File: src/design/ucd_pkg.sv
package ucd_pkg;

    // Register map (word offsets as byte addresses)
    localparam logic [3:0] CMD_OFFSET    = 4'h0;
    localparam logic [3:0] STATE_OFFSET  = 4'h4;
    localparam logic [3:0] MODE_OFFSET   = 4'h8;
    localparam int         ADDR_W        = 4;

    // Command field positions
    localparam int GEN_HI = 6;
    localparam int GEN_LO = 4;
    localparam int TXC_HI = 3;
    localparam int TXC_LO = 2;
    localparam int RXC_HI = 1;
    localparam int RXC_LO = 0;

    // Mode register bit positions
    localparam int MODE_PM_HI   = 1;
    localparam int MODE_PM_LO   = 0;
    localparam int MODE_LOOP    = 2;

    // Status register bit positions
    localparam int ST_TX_EN   = 0;
    localparam int ST_RX_EN   = 1;
    localparam int ST_BREAK   = 2;
    localparam int ST_TX_PEND = 3;

    localparam logic [1:0] PM_MULTIDROP = 2'h3;
    localparam logic [2:0] MODE_RESET   = 3'h0;

    // Timing
    localparam int CLK_HZ       = 20000000;
    localparam int BAUD_DEFAULT = 115200;

    typedef enum logic [2:0] {
        GEN_NONE, GEN_MODE_PTR, GEN_RX_RESET, GEN_TX_RESET,
        GEN_ERR_RESET, GEN_DB_RESET, GEN_BRK_START, GEN_BRK_STOP
    } ucd_gen_t;

    typedef enum logic [1:0] {
        SUB_NONE, SUB_ENABLE, SUB_DISABLE, SUB_RSVD
    } ucd_sub_t;

    // One-shot strobes towards the surrounding channel logic
    typedef struct packed {
        logic mode_ptr_reset;
        logic rx_fifo_reinit;
        logic rx_status_clear;
        logic tx_status_clear;
        logic tx_status_set;
        logic err_status_clear;
        logic delta_break_clear;
        logic rx_hunt_start;
    } ucd_strobe_t;

    // Live transmitter state: synced shifting flag plus the decoder's own bit-clock tick
    typedef struct packed {
        logic shifting;
        logic bit_tick;
    } ucd_tx_state_t;

endpackage

File: src/design/ucd_break_ctl.sv
`timescale 1ns/100ps
module ucd_break_ctl
    import ucd_pkg::*;
(
    input  wire logic          clk_sys,
    input  wire logic          rst_n,
    input  wire logic          start_req,
    input  wire logic          stop_req,
    input  wire logic          tx_abort,
    input  wire ucd_tx_state_t tx_state,
    output logic               break_active,
    output logic               break_pending
);
    typedef enum logic [1:0] {BK_IDLE, BK_WAIT, BK_ON, BK_END} ucd_bk_t;

    ucd_bk_t st_reg;
    ucd_bk_t st_next;

    always_comb begin
        st_next = st_reg;
        case (st_reg)
            BK_IDLE: begin
                if (start_req)
                    st_next = BK_WAIT;
            end
            // Idle line: wait one bit tick; busy: wait for the character
            BK_WAIT: begin
                if (stop_req || tx_abort)
                    st_next = BK_IDLE;
                else if (!tx_state.shifting && tx_state.bit_tick)
                    st_next = BK_ON;
            end
            BK_ON: begin
                if (stop_req || tx_abort)
                    st_next = BK_END;
            end
            // Mark is restored on leaving BK_ON; BK_END returns to idle at the next bit tick
            BK_END: begin
                if (tx_state.bit_tick)
                    st_next = BK_IDLE;
            end
            default: st_next = BK_IDLE;
        endcase
    end

    always_ff @(posedge clk_sys or negedge rst_n) begin
        if (!rst_n)
            st_reg <= BK_IDLE;
        else
            st_reg <= st_next;
    end

    assign break_active  = (st_reg == BK_ON);
    assign break_pending = (st_reg != BK_IDLE);
endmodule

File: src/design/ucd_command_decoder.sv
// Contract
// Command write decodes general 6-4, transmitter 3-2, receiver 1-0 fields.
// General 001 resets the mode-register pointer to the first mode register.
// General 010 disables receiver, clears full/ready, reinitialises FIFO.
// Software should prefer reset commands over plain disable to reconfigure.
// General 011 disables transmitter and clears empty/ready status.
// General 100 clears break, framing, parity and overrun error flags.
// General 101 clears the delta-break interrupt flag.
// General 110 drives serial output low after current character.
// Start-break accepted only with transmitter enabled; clear-to-send ignored.
// General 111 restores mark within two bit times, then resumes data.
// Transmitter code 00 keeps transmitter enable unchanged.
// Transmitter 01 enables and sets empty/ready; no effect if enabled.
// Transmitter 10 clears empty/ready, stops after current character.
// Software never writes reserved code 11 to either sub-field.
// Receiver code 00 keeps receiver enable unchanged.
// Receiver 01 enables and hunts for start bit unless multidrop.
// Receiver 10 disables at once, keeps status; no effect if disabled.
// Loop-back or multidrop keeps receiver running despite disable.
// Only non-conflicting commands may share one write.
// Bit 7 ignored; command writes are strobes and read back zero.
//
// Our own choices: register access over Avalon-MM and the register addresses.
`timescale 1ns/100ps
module ucd_command_decoder
    import ucd_pkg::*;
#(
    parameter int BAUD_HZ = BAUD_DEFAULT
)
(
    input  wire logic                clk_sys,
    input  wire logic                rst_n,
    input  wire logic [ADDR_W-1:0]   avs_address,
    input  wire logic                avs_read,
    input  wire logic                avs_write,
    input  wire logic [31:0]         avs_writedata,
    input  wire logic [3:0]          avs_byteenable,
    output logic      [31:0]         avs_readdata,
    output logic                     avs_waitrequest,
    output logic      [1:0]          avs_response,
    input  wire logic                tx_shifting,
    input  wire logic                cts_n,
    output ucd_strobe_t              strobe,
    output logic                     tx_enabled,
    output logic                     rx_enabled,
    output logic                     rx_running,
    output logic                     serial_tx_break
);
    import ucd_pkg::*;

    // Bit-time counter derived from the module clock
    localparam int BIT_CYCLES_RAW = CLK_HZ / BAUD_HZ;
    localparam int BIT_CYCLES     = (BIT_CYCLES_RAW < 1) ? 1 : BIT_CYCLES_RAW;
    localparam int BIT_CW         = $clog2(BIT_CYCLES + 1);
    localparam logic [BIT_CW-1:0] BIT_LAST = BIT_CW'(BIT_CYCLES - 1);
    localparam logic [BIT_CW-1:0] BIT_ZERO = '0;

    // Two-flop synchroniser for the pin-driven shifting indication
    logic shift_meta_reg;
    logic shift_sync_reg;
    logic cts_meta_reg;
    logic cts_sync_reg;

    logic              tx_en_reg;
    logic              tx_en_next;
    logic              tx_stop_pend_reg;
    logic              tx_stop_pend_next;
    logic              rx_en_reg;
    logic              rx_en_next;
    logic [2:0]        mode_reg;
    logic [BIT_CW-1:0] bit_cnt_reg;
    ucd_strobe_t       strobe_reg;
    ucd_strobe_t       strobe_next;
    logic [31:0]       rdata_reg;
    logic              ack_reg;
    logic [1:0]        resp_reg;

    function automatic ucd_sub_t sub_code(input logic [1:0] f);
        return ucd_sub_t'(f);
    endfunction

    function automatic logic addr_hit(input logic [ADDR_W-1:0] a,
                                      input logic [ADDR_W-1:0] off);
        return (a == off);
    endfunction

    // Bus decode: one-cycle wait, answer on the second cycle
    wire req        = avs_read | avs_write;
    wire hit_cmd    = addr_hit(avs_address, CMD_OFFSET);
    wire hit_state  = addr_hit(avs_address, STATE_OFFSET);
    wire hit_mode   = addr_hit(avs_address, MODE_OFFSET);
    // Lane 0 holds every command and mode bit; other lanes are ignored
    wire mapped     = hit_cmd | hit_state | hit_mode;
    wire accept     = req & !ack_reg;
    wire cmd_wr     = accept & avs_write & hit_cmd & avs_byteenable[0];
    wire mode_wr    = accept & avs_write & hit_mode & avs_byteenable[0];

    // Bit 7 never reaches the decode
    wire [2:0] gen_f = avs_writedata[GEN_HI:GEN_LO];
    wire [1:0] txc_f = avs_writedata[TXC_HI:TXC_LO];
    wire [1:0] rxc_f = avs_writedata[RXC_HI:RXC_LO];

    wire ucd_gen_t gen_cmd = cmd_wr ? ucd_gen_t'(gen_f) : GEN_NONE;
    wire ucd_sub_t tx_cmd  = cmd_wr ? sub_code(txc_f) : SUB_NONE;
    wire ucd_sub_t rx_cmd  = cmd_wr ? sub_code(rxc_f) : SUB_NONE;

    wire [1:0] pm_f      = mode_reg[MODE_PM_HI:MODE_PM_LO];
    wire multidrop       = (pm_f == PM_MULTIDROP);
    wire loopback        = mode_reg[MODE_LOOP];
    wire bit_tick        = (bit_cnt_reg == BIT_ZERO);

    wire brk_start = (gen_cmd == GEN_BRK_START) & tx_en_reg;
    wire brk_stop  = (gen_cmd == GEN_BRK_STOP);
    wire tx_reset  = (gen_cmd == GEN_TX_RESET);
    wire rx_reset  = (gen_cmd == GEN_RX_RESET);
    wire mptr_rst  = (gen_cmd == GEN_MODE_PTR);
    wire err_clr   = (gen_cmd == GEN_ERR_RESET);
    wire dbrk_clr  = (gen_cmd == GEN_DB_RESET);

    // Enable and disable act only on a change of state; a reset in
    // the same write wins over an enable
    wire tx_turn_on  = (tx_cmd == SUB_ENABLE) & !tx_en_reg & !tx_reset;
    wire tx_turn_off = (tx_cmd == SUB_DISABLE) & tx_en_reg;
    wire rx_turn_on  = (rx_cmd == SUB_ENABLE) & !rx_en_reg & !multidrop
                       & !rx_reset;
    wire rx_turn_off = (rx_cmd == SUB_DISABLE) & rx_en_reg;
    wire brk_active;

    ucd_tx_state_t tx_state;
    assign tx_state.shifting = shift_sync_reg;
    assign tx_state.bit_tick = bit_tick;

    // Transmitter enable; disable waits for the character in flight
    always_comb begin
        tx_en_next        = tx_en_reg;
        tx_stop_pend_next = tx_stop_pend_reg;
        if (tx_reset) begin
            tx_en_next        = 1'b0;
            tx_stop_pend_next = 1'b0;
        end else if (tx_turn_on) begin
            tx_en_next        = 1'b1;
            tx_stop_pend_next = 1'b0;
        end else if (tx_turn_off) begin
            tx_stop_pend_next = 1'b1;
        end else if (tx_stop_pend_reg && !shift_sync_reg) begin
            tx_en_next        = 1'b0;
            tx_stop_pend_next = 1'b0;
        end
        // Code 00 and reserved 11 leave the enable alone
    end

    always_comb begin
        rx_en_next = rx_en_reg;
        if (rx_reset)
            rx_en_next = 1'b0;
        // Multidrop leaves the enable bit alone; rx_running covers it
        else if (rx_turn_on)
            rx_en_next = 1'b1;
        else if (rx_turn_off)
            rx_en_next = 1'b0;
        // Code 00 keeps the receiver as it is
    end

    always_comb begin
        strobe_next                   = '0;
        strobe_next.mode_ptr_reset    = mptr_rst;
        strobe_next.rx_fifo_reinit    = rx_reset;
        strobe_next.rx_status_clear   = rx_reset;
        strobe_next.tx_status_clear   = tx_reset | tx_turn_off;
        strobe_next.tx_status_set     = tx_turn_on;
        strobe_next.err_status_clear  = err_clr;
        strobe_next.delta_break_clear = dbrk_clr;
        strobe_next.rx_hunt_start     = rx_turn_on;
    end

    // Pin levels pass two flops before any logic reads them
    always_ff @(posedge clk_sys or negedge rst_n) begin
        if (!rst_n) begin
            shift_meta_reg <= 1'b0;
            shift_sync_reg <= 1'b0;
        end else begin
            shift_meta_reg <= tx_shifting;
            shift_sync_reg <= shift_meta_reg;
        end
    end

    // Reset to the negated level so release shows no false change
    always_ff @(posedge clk_sys or negedge rst_n) begin
        if (!rst_n) begin
            cts_meta_reg <= 1'b1;
            cts_sync_reg <= 1'b1;
        end else begin
            cts_meta_reg <= cts_n;
            cts_sync_reg <= cts_meta_reg;
        end
    end

    always_ff @(posedge clk_sys or negedge rst_n) begin
        if (!rst_n)
            tx_en_reg <= 1'b0;
        else
            tx_en_reg <= tx_en_next;
    end

    always_ff @(posedge clk_sys or negedge rst_n) begin
        if (!rst_n)
            tx_stop_pend_reg <= 1'b0;
        else
            tx_stop_pend_reg <= tx_stop_pend_next;
    end

    always_ff @(posedge clk_sys or negedge rst_n) begin
        if (!rst_n)
            rx_en_reg <= 1'b0;
        else
            rx_en_reg <= rx_en_next;
    end

    // Strobes last one cycle; next is zero unless a command lands
    always_ff @(posedge clk_sys or negedge rst_n) begin
        if (!rst_n)
            strobe_reg <= '0;
        else
            strobe_reg <= strobe_next;
    end

    always_ff @(posedge clk_sys or negedge rst_n) begin
        if (!rst_n)
            mode_reg <= MODE_RESET;
        else if (mode_wr)
            mode_reg <= avs_writedata[MODE_LOOP:MODE_PM_LO];
    end

    // Free-running bit clock: an idle-line break starts within one bit
    wire [BIT_CW-1:0] bit_cnt_dec = bit_cnt_reg - BIT_CW'(1);

    always_ff @(posedge clk_sys or negedge rst_n) begin
        if (!rst_n)
            bit_cnt_reg <= BIT_ZERO;
        else if (bit_tick)
            bit_cnt_reg <= BIT_LAST;
        else
            bit_cnt_reg <= bit_cnt_dec;
    end

    // Command word is write-only and reads back as zero
    localparam int         ST_CTS_LVL  = ST_TX_PEND + 1;
    localparam logic [1:0] RESP_OKAY   = 2'h0;
    localparam logic [1:0] RESP_DECERR = 2'h2;

    // Synced clear-to-send level is reported only; break ignores it
    logic [31:0] state_word;
    always_comb begin
        state_word             = '0;
        state_word[ST_TX_EN]   = tx_en_reg;
        state_word[ST_RX_EN]   = rx_en_reg;
        state_word[ST_BREAK]   = brk_active;
        state_word[ST_TX_PEND] = tx_stop_pend_reg;
        state_word[ST_CTS_LVL] = cts_sync_reg;
    end

    wire [31:0] mode_word = {29'h0000000, mode_reg};
    wire [31:0] rd_mux    = hit_state ? state_word :
                            hit_mode  ? mode_word : 32'h0;
    wire [31:0] rd_next   = (accept && avs_read) ? rd_mux : 32'h0;
    wire [1:0]  resp_next = (accept && !mapped) ? RESP_DECERR : RESP_OKAY;

    always_ff @(posedge clk_sys or negedge rst_n) begin
        if (!rst_n)
            ack_reg <= 1'b0;
        else
            ack_reg <= accept;
    end

    // Read data and response stand for the one answer cycle only
    always_ff @(posedge clk_sys or negedge rst_n) begin
        if (!rst_n)
            rdata_reg <= 32'h0;
        else
            rdata_reg <= rd_next;
    end

    always_ff @(posedge clk_sys or negedge rst_n) begin
        if (!rst_n)
            resp_reg <= RESP_OKAY;
        else
            resp_reg <= resp_next;
    end

    // Break ignores clear-to-send; the synced level is status only
    ucd_break_ctl u_break (
        .clk_sys       (clk_sys),
        .rst_n         (rst_n),
        .start_req     (brk_start),
        .stop_req      (brk_stop),
        .tx_abort      (tx_reset),
        .tx_state      (tx_state),
        .break_active  (brk_active),
        .break_pending ()
    );

    assign avs_waitrequest = req & !ack_reg;
    assign avs_readdata    = rdata_reg;
    assign avs_response    = resp_reg;
    assign strobe          = strobe_reg;
    assign tx_enabled      = tx_en_reg;
    assign rx_enabled      = rx_en_reg;
    assign rx_running      = rx_en_reg | loopback | multidrop;
    assign serial_tx_break = brk_active;
endmodule

File: config.mk
export PLATFORM = sky130hd
export DESIGN_NAME = ucd_command_decoder
export DESIGN_NICKNAME = d
export VERILOG_FILES = /design/src/design/ucd_pkg.sv /design/src/design/ucd_break_ctl.sv /design/src/design/ucd_command_decoder.sv
export SDC_FILE = /design/constraint.sdc
export NUM_CORES = 1
export LEC_CHECK = 0
export ABC_CLOCK_PERIOD_IN_PS = 3300
export CAP_MARGIN = 20
export CORE_UTILIZATION = 29
export CTS_BUF_LIST = sky130_fd_sc_hd__clkbuf_8
export DETAILED_ROUTE_END_ITERATION = 10
export DONT_BUFFER_PORTS = 1
export HOLD_SLACK_MARGIN = 0.12
export PLACE_DENSITY = 0.48
export SYNTH_ARGS = -nofsm -noshare
export SYNTH_HDL_FRONTEND = slang
export SYNTH_SLANG_ARGS = --single-unit
File: constraint.sdc
create_clock -name clk_sys -period 3.3 [get_ports clk_sys]
set_input_delay 0.33 -clock clk_sys [delete_from_list [all_inputs] [get_ports clk_sys]]
set_output_delay 0.33 -clock clk_sys [all_outputs]
set_load 0.1 [all_outputs]
==> metrics.csv, run 1 <==
metric,value,unit
cell area after synthesis,1710,sq um
Setup Skew,10.2,ps
"wirelength, routed",3170,microns
worst skew pair latency,280,ps
"commonest non-fill, non-tap cell in the layout",dfrtp_1,
Tcrit/Tclk final,60.6,%
port bufs,0,
minimum hold slack,146,ps
drt pass-1 iters,4,
Synth area leader,dfrtp_1,
Post-Synth Simple-Gate Area,22.3,%
Peak VDD IR,0.272,mV
synthesized instance count,162,
unrepaired setup endpoints after global routing,false,
largest net degree at the start of global routing,35,
final slew viol count,0,
mux share of post-synthesis cell area,1.98,%
crit path max fanout,5,
GRT overflow,0,
number of antenna-violating nets in the routed design,0,
Layout fillers,594,
area share of fa/ha/maj cells after synthesis,1.46,%
Die ar.,6200,sq um
Worst Setup Start Kind,flip-flop,
"commonest non-fill, non-tap cells in the layout","dfrtp_1 (31), conb_1 (28), nor2_1 (15)",
Setup Viol. Count Final,0,
endpoints failing hold,0,
Post-synth ARST share,100,%
worst r2r src,ack_reg,
endpoint class of the critical path,flip-flop,
Rows,27,
commonest register cell after synthesis,dfrtp_1,
Synth Area in Compound Gates,7.69,%
H-tree depth,2,
setup TNS,0,ps
Mean Syn Cell Area,10.6,sq um
top-area cell type share of the netlist area,46.9,%
max reg flops,8,
Yosys cell types,41,
slew at the pin with the worst max-slew slack,1090,ps
P per Cell Area,608,nW/um^2
RR Endpoint,rx_enabled,
initial antenna violation count,0,
R2R Setup Slk,1300,ps
xor/xnor share of the synthesized area,2.56,%
drt drc,0,
multi-input logic area,726,sq um
CP startpoint,ack_reg,
RePlAce Congestion,0.741,
sequential area share after synthesis,49.9,%
Worst EP arrival,2140,ps
f_max,0.500,GHz
share of layout cells above drive strength 1,15.3,%
TritonCTS buffer count,5,
Die Width,78.8,microns
Final nets,224,
antenna cells,0,
Tmin final,2000,ps
yosys synthesis warning count,0,
register area,855,sq um
area of the core,5610,sq um
"Data required, critical path",3440,ps
Worst-path clk slew,80,ps
Pleak,0.845,nW
Die Height,78.8,microns
main area contributors after synthesis,"dfrtp_1 (47%), buf_4 (13%), nor2_1 (3.5%), dfstp_2 (3.1%), nand2_1 (2.2%)",
area delta synth->final,13.2,%
dpl hpwl,2360,microns
vias in the first global route,1078,
total chip power,1.18,mW
WS Path Type,flip-flop to flip-flop,
drt initial violations,85,
Initial Util,30.5,%
clock tree from TritonCTS,yes,
Vias/cell,4.43,
first-pass GRT wire length,5270,microns
Clock Sinks,34,
Global Route Usage Sum,11.2,%
Yosys reg bits,34,
"EDFF count, synth",0,
number of max-cap violations,0,
Rel. slew slack,27.2,%
Boundary Pins,93,
Hold Path Class,input port to flip-flop,
clock root cell,clkbuf_8,
Reg2Reg Depth,4,
wire per inst,12.7,microns
Vias,1102,
largest family of logic cells by synthesized area,simple AND/OR/NAND/NOR gates,
clk buf depth,2,
critical path endpoint,rx_enabled,
status,finished clean,
## cells by family (layout without fill, tap and decap cells)
group,count (synthesis),after routing
and+or+nand+nor,64,64
buffers and inverters,34,22
muxes,3,3
DFF,34,34
other,1,28
AOI/OAI and AO/OA,19,19
xor gates and xnor gates,5,5
adders and majority gates,2,2
## layer usage
layer	part of all wire (%)	up-vias	wire [microns]	global-route usage [%]
met5	0	-	0	0
li1	-	528	-	-
met4	1.3	0	40	5.00
met2	47	46	1480	17.3
met3	7.1	4	226	3.91
met1	45	524	1430	13.9
## worst min-delay path by stage
stage,from,slack (ps),end,cells past startpoint
after detailed placement,rst_n,40,strobe[3],0
after floorplan,rst_n,30,async pin,0
after CTS,avs_writedata[4],130,strobe[1],2
after global placement,rst_n,40,tx_enabled,0
final,avs_writedata[4],150,strobe[1],2
after global routing,avs_writedata[5],140,strobe[5],2
## timing repair
action,CTS,global route
setup buffers,0,0
endpoints found under the setup margin,0,0
hold buffers,7,0
gates resized for setup,0,0
hold endpoints to repair,40,0
## layout make-up
class                      instances  area share (%)
clock buffer                       6            4.27
inverter                           3           0.582
multi-input combinational        121            37.5
tap                               72            4.66
sequential                        34            44.2
clock inverter                     2            3.10
timing repair buffer              11            5.69
## worst max-delay path: stages (launching register included)
cell     delay, ps
dfrtp_1        410
or3_1          380
or3_1          470
nor4b_1        480
nor4_1         120
## Yosys cell counts, drive strengths merged (2+ instances only)
cell / count
nor4b: 4
nand3: 2
nor3: 6
dfstp: 2
ha: 2
a21boi: 2
inv: 3
nand3b: 4
a21oi: 4
xnor2: 3
nor3b: 3
nand2: 10
a22oi: 4
buf: 29
xor2: 2
or3: 4
dfrtp: 32
nor2b: 5
and3: 3
mux2: 3
o21ai: 3
clkbuf: 2
or4: 2
nor2: 16
## power by group
| group | internal [mW] | total [mW] | leakage [nW] | switching [mW] |
|---|---|---|---|---|
| Clock | 0.322 | 0.471 | 0.0714 | 0.149 |
| Sequential | 0.432 | 0.459 | 0.426 | 0.0272 |
| Combinational | 0.0314 | 0.246 | 0.348 | 0.215 |
## per-stage QoR
stage / util [%] / std cells / worst slack [ps] / area, sq um
2_1_floorplan: - / 189 / 1060 / 1810
3_3_place_gp: 30.5 / 234 / 1290 / 1710
3_5_place_dp: 30.5 / 234 / 1310 / 1710
4_1_cts: 34.5 / 249 / 1300 / 1930
5_1_grt: 34.5 / 249 / 1210 / 1930
6_report: 34.5 / 249 / 1300 / 1930
Power figures use the tool's default switching activity.
==> run 2, diff against run 1 <==
--- a/config.mk
+++ b/config.mk
@@ -5,14 +5,15 @@
 export SDC_FILE = /design/constraint.sdc
 export NUM_CORES = 1
 export LEC_CHECK = 0
-export ABC_CLOCK_PERIOD_IN_PS = 3300
+export ABC_AREA = 1
+export ABC_CLOCK_PERIOD_IN_PS = 1600
 export CAP_MARGIN = 20
 export CORE_UTILIZATION = 29
 export CTS_BUF_LIST = sky130_fd_sc_hd__clkbuf_8
 export DETAILED_ROUTE_END_ITERATION = 10
 export DONT_BUFFER_PORTS = 1
 export HOLD_SLACK_MARGIN = 0.12
-export PLACE_DENSITY = 0.48
+export PLACE_DENSITY = 0.49
 export SYNTH_ARGS = -nofsm -noshare
 export SYNTH_HDL_FRONTEND = slang
 export SYNTH_SLANG_ARGS = --single-unit
==> constraint.sdc (replaced) <==
create_clock -name clk_sys -period 1.6 [get_ports clk_sys]
set_input_delay 0.16 -clock clk_sys [delete_from_list [all_inputs] [get_ports clk_sys]]
set_output_delay 0.16 -clock clk_sys [all_outputs]
set_load 0.1 [all_outputs]
==> run 2 against run 1 <==
Net effect: clock power up 39%; worst setup slack got worse by 1100 ps; sequential power is 100% higher; sequential share of layout area is 4.4 points lower; flip-flop and latch count unchanged; wire length up 4.6%; combinational power rose to 2.6 times the previous value; critical endpoint is now tx_stop_pend_reg; largest power group is now registers.
==> metrics.csv, run 2 <==
metric,value,unit
dpl hpwl,2420,microns
largest net degree at the start of global routing,35,
worst r2r src,ack_reg,
number of max-cap violations,0,
Post-synth ARST share,100,%
first-pass GRT wire length,5280,microns
cell area after synthesis,1730,sq um
cell family with most CP delay,simple AND/OR/NAND/NOR gates,
H-tree depth,2,
endpoints failing hold,0,
port bufs,0,
Synth area leader,dfrtp_1,
Pleak,1.09,nW
"Top cell by count, worst path",inv_1,
wire per inst,10.6,microns
WS Path Type,flip-flop to flip-flop,
crit path max fanout,9,
Vias/cell,4.10,
area of the core,5640,sq um
main area contributors after synthesis,"dfrtp_1 (46%), buf_4 (13%), nand2_1 (7.2%), inv_1 (6.9%), dfstp_2 (3.0%)",
number of antenna-violating nets in the routed design,0,
drt pass-1 iters,4,
f_max,0.703,GHz
Hold Path Sink,strobe[5],
Mean Syn Cell Area,8.69,sq um
"Data required, critical path",1780,ps
Post-Synth Simple-Gate Area,23.4,%
PnR worst setup slack,179,ps
area delta synth->final,24.7,%
Initial Util,30.6,%
"EDFF count, synth",0,
synthesized instance count,199,
Worst EP arrival,1600,ps
clock root cell,clkbuf_8,
RR Endpoint,tx_stop_pend_reg,
R2R Setup Slk,180,ps
Reg2Reg Depth,8,
clk buf depth,2,
TritonCTS buffer count,5,
Tmin final,1420,ps
final slew viol count,0,
unrepaired setup endpoints after global routing,false,
initial antenna violation count,0,
Vias,1280,
Die Width,79.2,microns
share of layout cells above drive strength 1,19.2,%
Die ar.,6280,sq um
pre-CTS setup slack,179,ps
largest family of logic cells by synthesized area,simple AND/OR/NAND/NOR gates,
Boundary Pins,93,
Worst-path clk slew,70,ps
Synth Area in Compound Gates,5.21,%
max incr delay on CP,390,ps
WHS Path Cells,4,
Final nets,287,
setup bufs post-CTS,0,
"commonest non-fill, non-tap cells in the layout","inv_1 (32), nand2_1 (32), dfrtp_1 (29)",
P per Cell Area,1030,nW/um^2
top-count cell post-synth,nand2_1,
hold path start,avs_writedata[5],
sequential area share after synthesis,49.3,%
worst skew pair latency,280,ps
Hold Path Class,input port to flip-flop,
Peak VDD IR,0.585,mV
cells along the critical path,inv_1 > nand3_1 > nor2_4 > inv_1 > nor2_1 > o21ai_0 > nand2_1 > inv_1,
Clock Sinks,34,
Rows,27,
GRT overflow,0,
endpoint class of the critical path,flip-flop,
max reg flops,8,
"wirelength, routed",3320,microns
vias in the first global route,1199,
Setup Skew,4.94,ps
top-area cell type share of the netlist area,46.3,%
"top cells by count, synth","nand2_1 (33), dfrtp_1 (32), inv_1 (32)",
area share of fa/ha/maj cells after synthesis,1.45,%
drt drc,0,
clock tree from TritonCTS,yes,
yosys synthesis warning count,0,
mux share of post-synthesis cell area,0.868,%
Buffers & Inverters on Critical Path,3,
Setup Viol. Count Final,0,
status,finished clean,
antenna cells,0,
Yosys cell types,26,
RePlAce Congestion,0.758,
Global Route Usage Sum,11.1,%
commonest register cell after synthesis,dfrtp_1,
xor/xnor share of the synthesized area,0,%
Tcrit/Tclk final,88.8,%
setup TNS,0,ps
Die Height,79.2,microns
Crit-path slowest cell,dfrtp_1,
Yosys reg bits,34,
drt initial violations,65,
Worst Setup Start Kind,flip-flop,
==> run 2: changes by cell type after synthesis, moves of 5 or more <==
cell,before,now
nor2b_1,5,0
inv_1,3,32
nand3_1,2,10
o21ai_0,2,7
nand2_1,10,33
nand4_1,0,7
==> run 2: how the worst max path moves through the flow <==
stage	cells past startpoint	start	slack [ps]	endpoint
after floorplan	3	u_break.st_reg[0]	40	avs_readdata[2]
after global placement	8	ack_reg	180	tx_stop_pend_reg
after detailed placement	8	ack_reg	180	tx_stop_pend_reg
after CTS	6	avs_read	90	avs_waitrequest
after global routing	8	ack_reg	50	tx_stop_pend_reg
final	8	ack_reg	180	tx_stop_pend_reg
==> run 2: repair_timing <==
| action | 4_1_cts | 5_1_grt |
|---|---|---|
| hold buffers | 15 | 0 |
| endpoints found under the setup margin | 0 | 1 |
| resized for setup | 0 | 1 |
| endpoints found under the hold margin | 52 | 0 |
==> run 2: routing by layer <==
layer  share of wire [%]  vias up  GRT usage (%)
met5                   0        -              0
met4                 1.2        0           4.36
met3                 5.3        5           3.22
met2                  45       37           17.8
met1                  49      588           14.1
li1                    -      650              -
==> run 2: area by class of cell <==
class,instances,area (sq um)
clock buffers,6,82.6
clock inverters,2,12.5
fillers,574,3480
inverters,32,120
multi-input cells,131,647
flip-flops and latches,34,857
well taps,72,90.1
repair buffers,35,348
==> run 2: where the power goes <==
| part | switching (mW) | total [mW] | leakage [nW] | internal [mW] |
|---|---|---|---|---|
| sequential | 0.0265 | 0.924 | 0.419 | 0.897 |
| clock | 0.312 | 0.657 | 0.0472 | 0.346 |
| combinational | 0.533 | 0.638 | 0.627 | 0.105 |
| total | 0.872 | 2.22 | 1.09 | 1.35 |
==> run 2: kinds of logic after synthesis <==
| group | Yosys count |
|---|---|
| and+or+nand+nor | 83 |
| adders and majority gates | 2 |
| buffers and inverters | 61 |
| DFF | 34 |
| AOI/OAI and AO/OA | 17 |
| muxes | 1 |
| other | 1 |
==> run 2: worst register-to-register path, stage by stage, from the launching register on <==
cell and delay (ps):
dfrtp_1 390, inv_1 80, nand3_1 130, nor2_4 260, inv_1 130, nor2_1 140
o21ai_0 90, nand2_1 70, inv_1 40
==> run 2: through the flow <==
stage / utilization (%) / std cells / power, mW / cell area, sq um / hold WS, ps
after detailed placement: 33.7 / 289 / 1.52 / 1900 / -134
after floorplan: - / 226 / 1.50 / 1840 / -136
final: 38.2 / 312 / 2.22 / 2160 / 126
after global routing: 38.2 / 312 / 2.30 / 2160 / 150
after CTS: 38.2 / 312 / 2.24 / 2150 / 123
after global placement: 33.7 / 289 / 1.52 / 1900 / -134
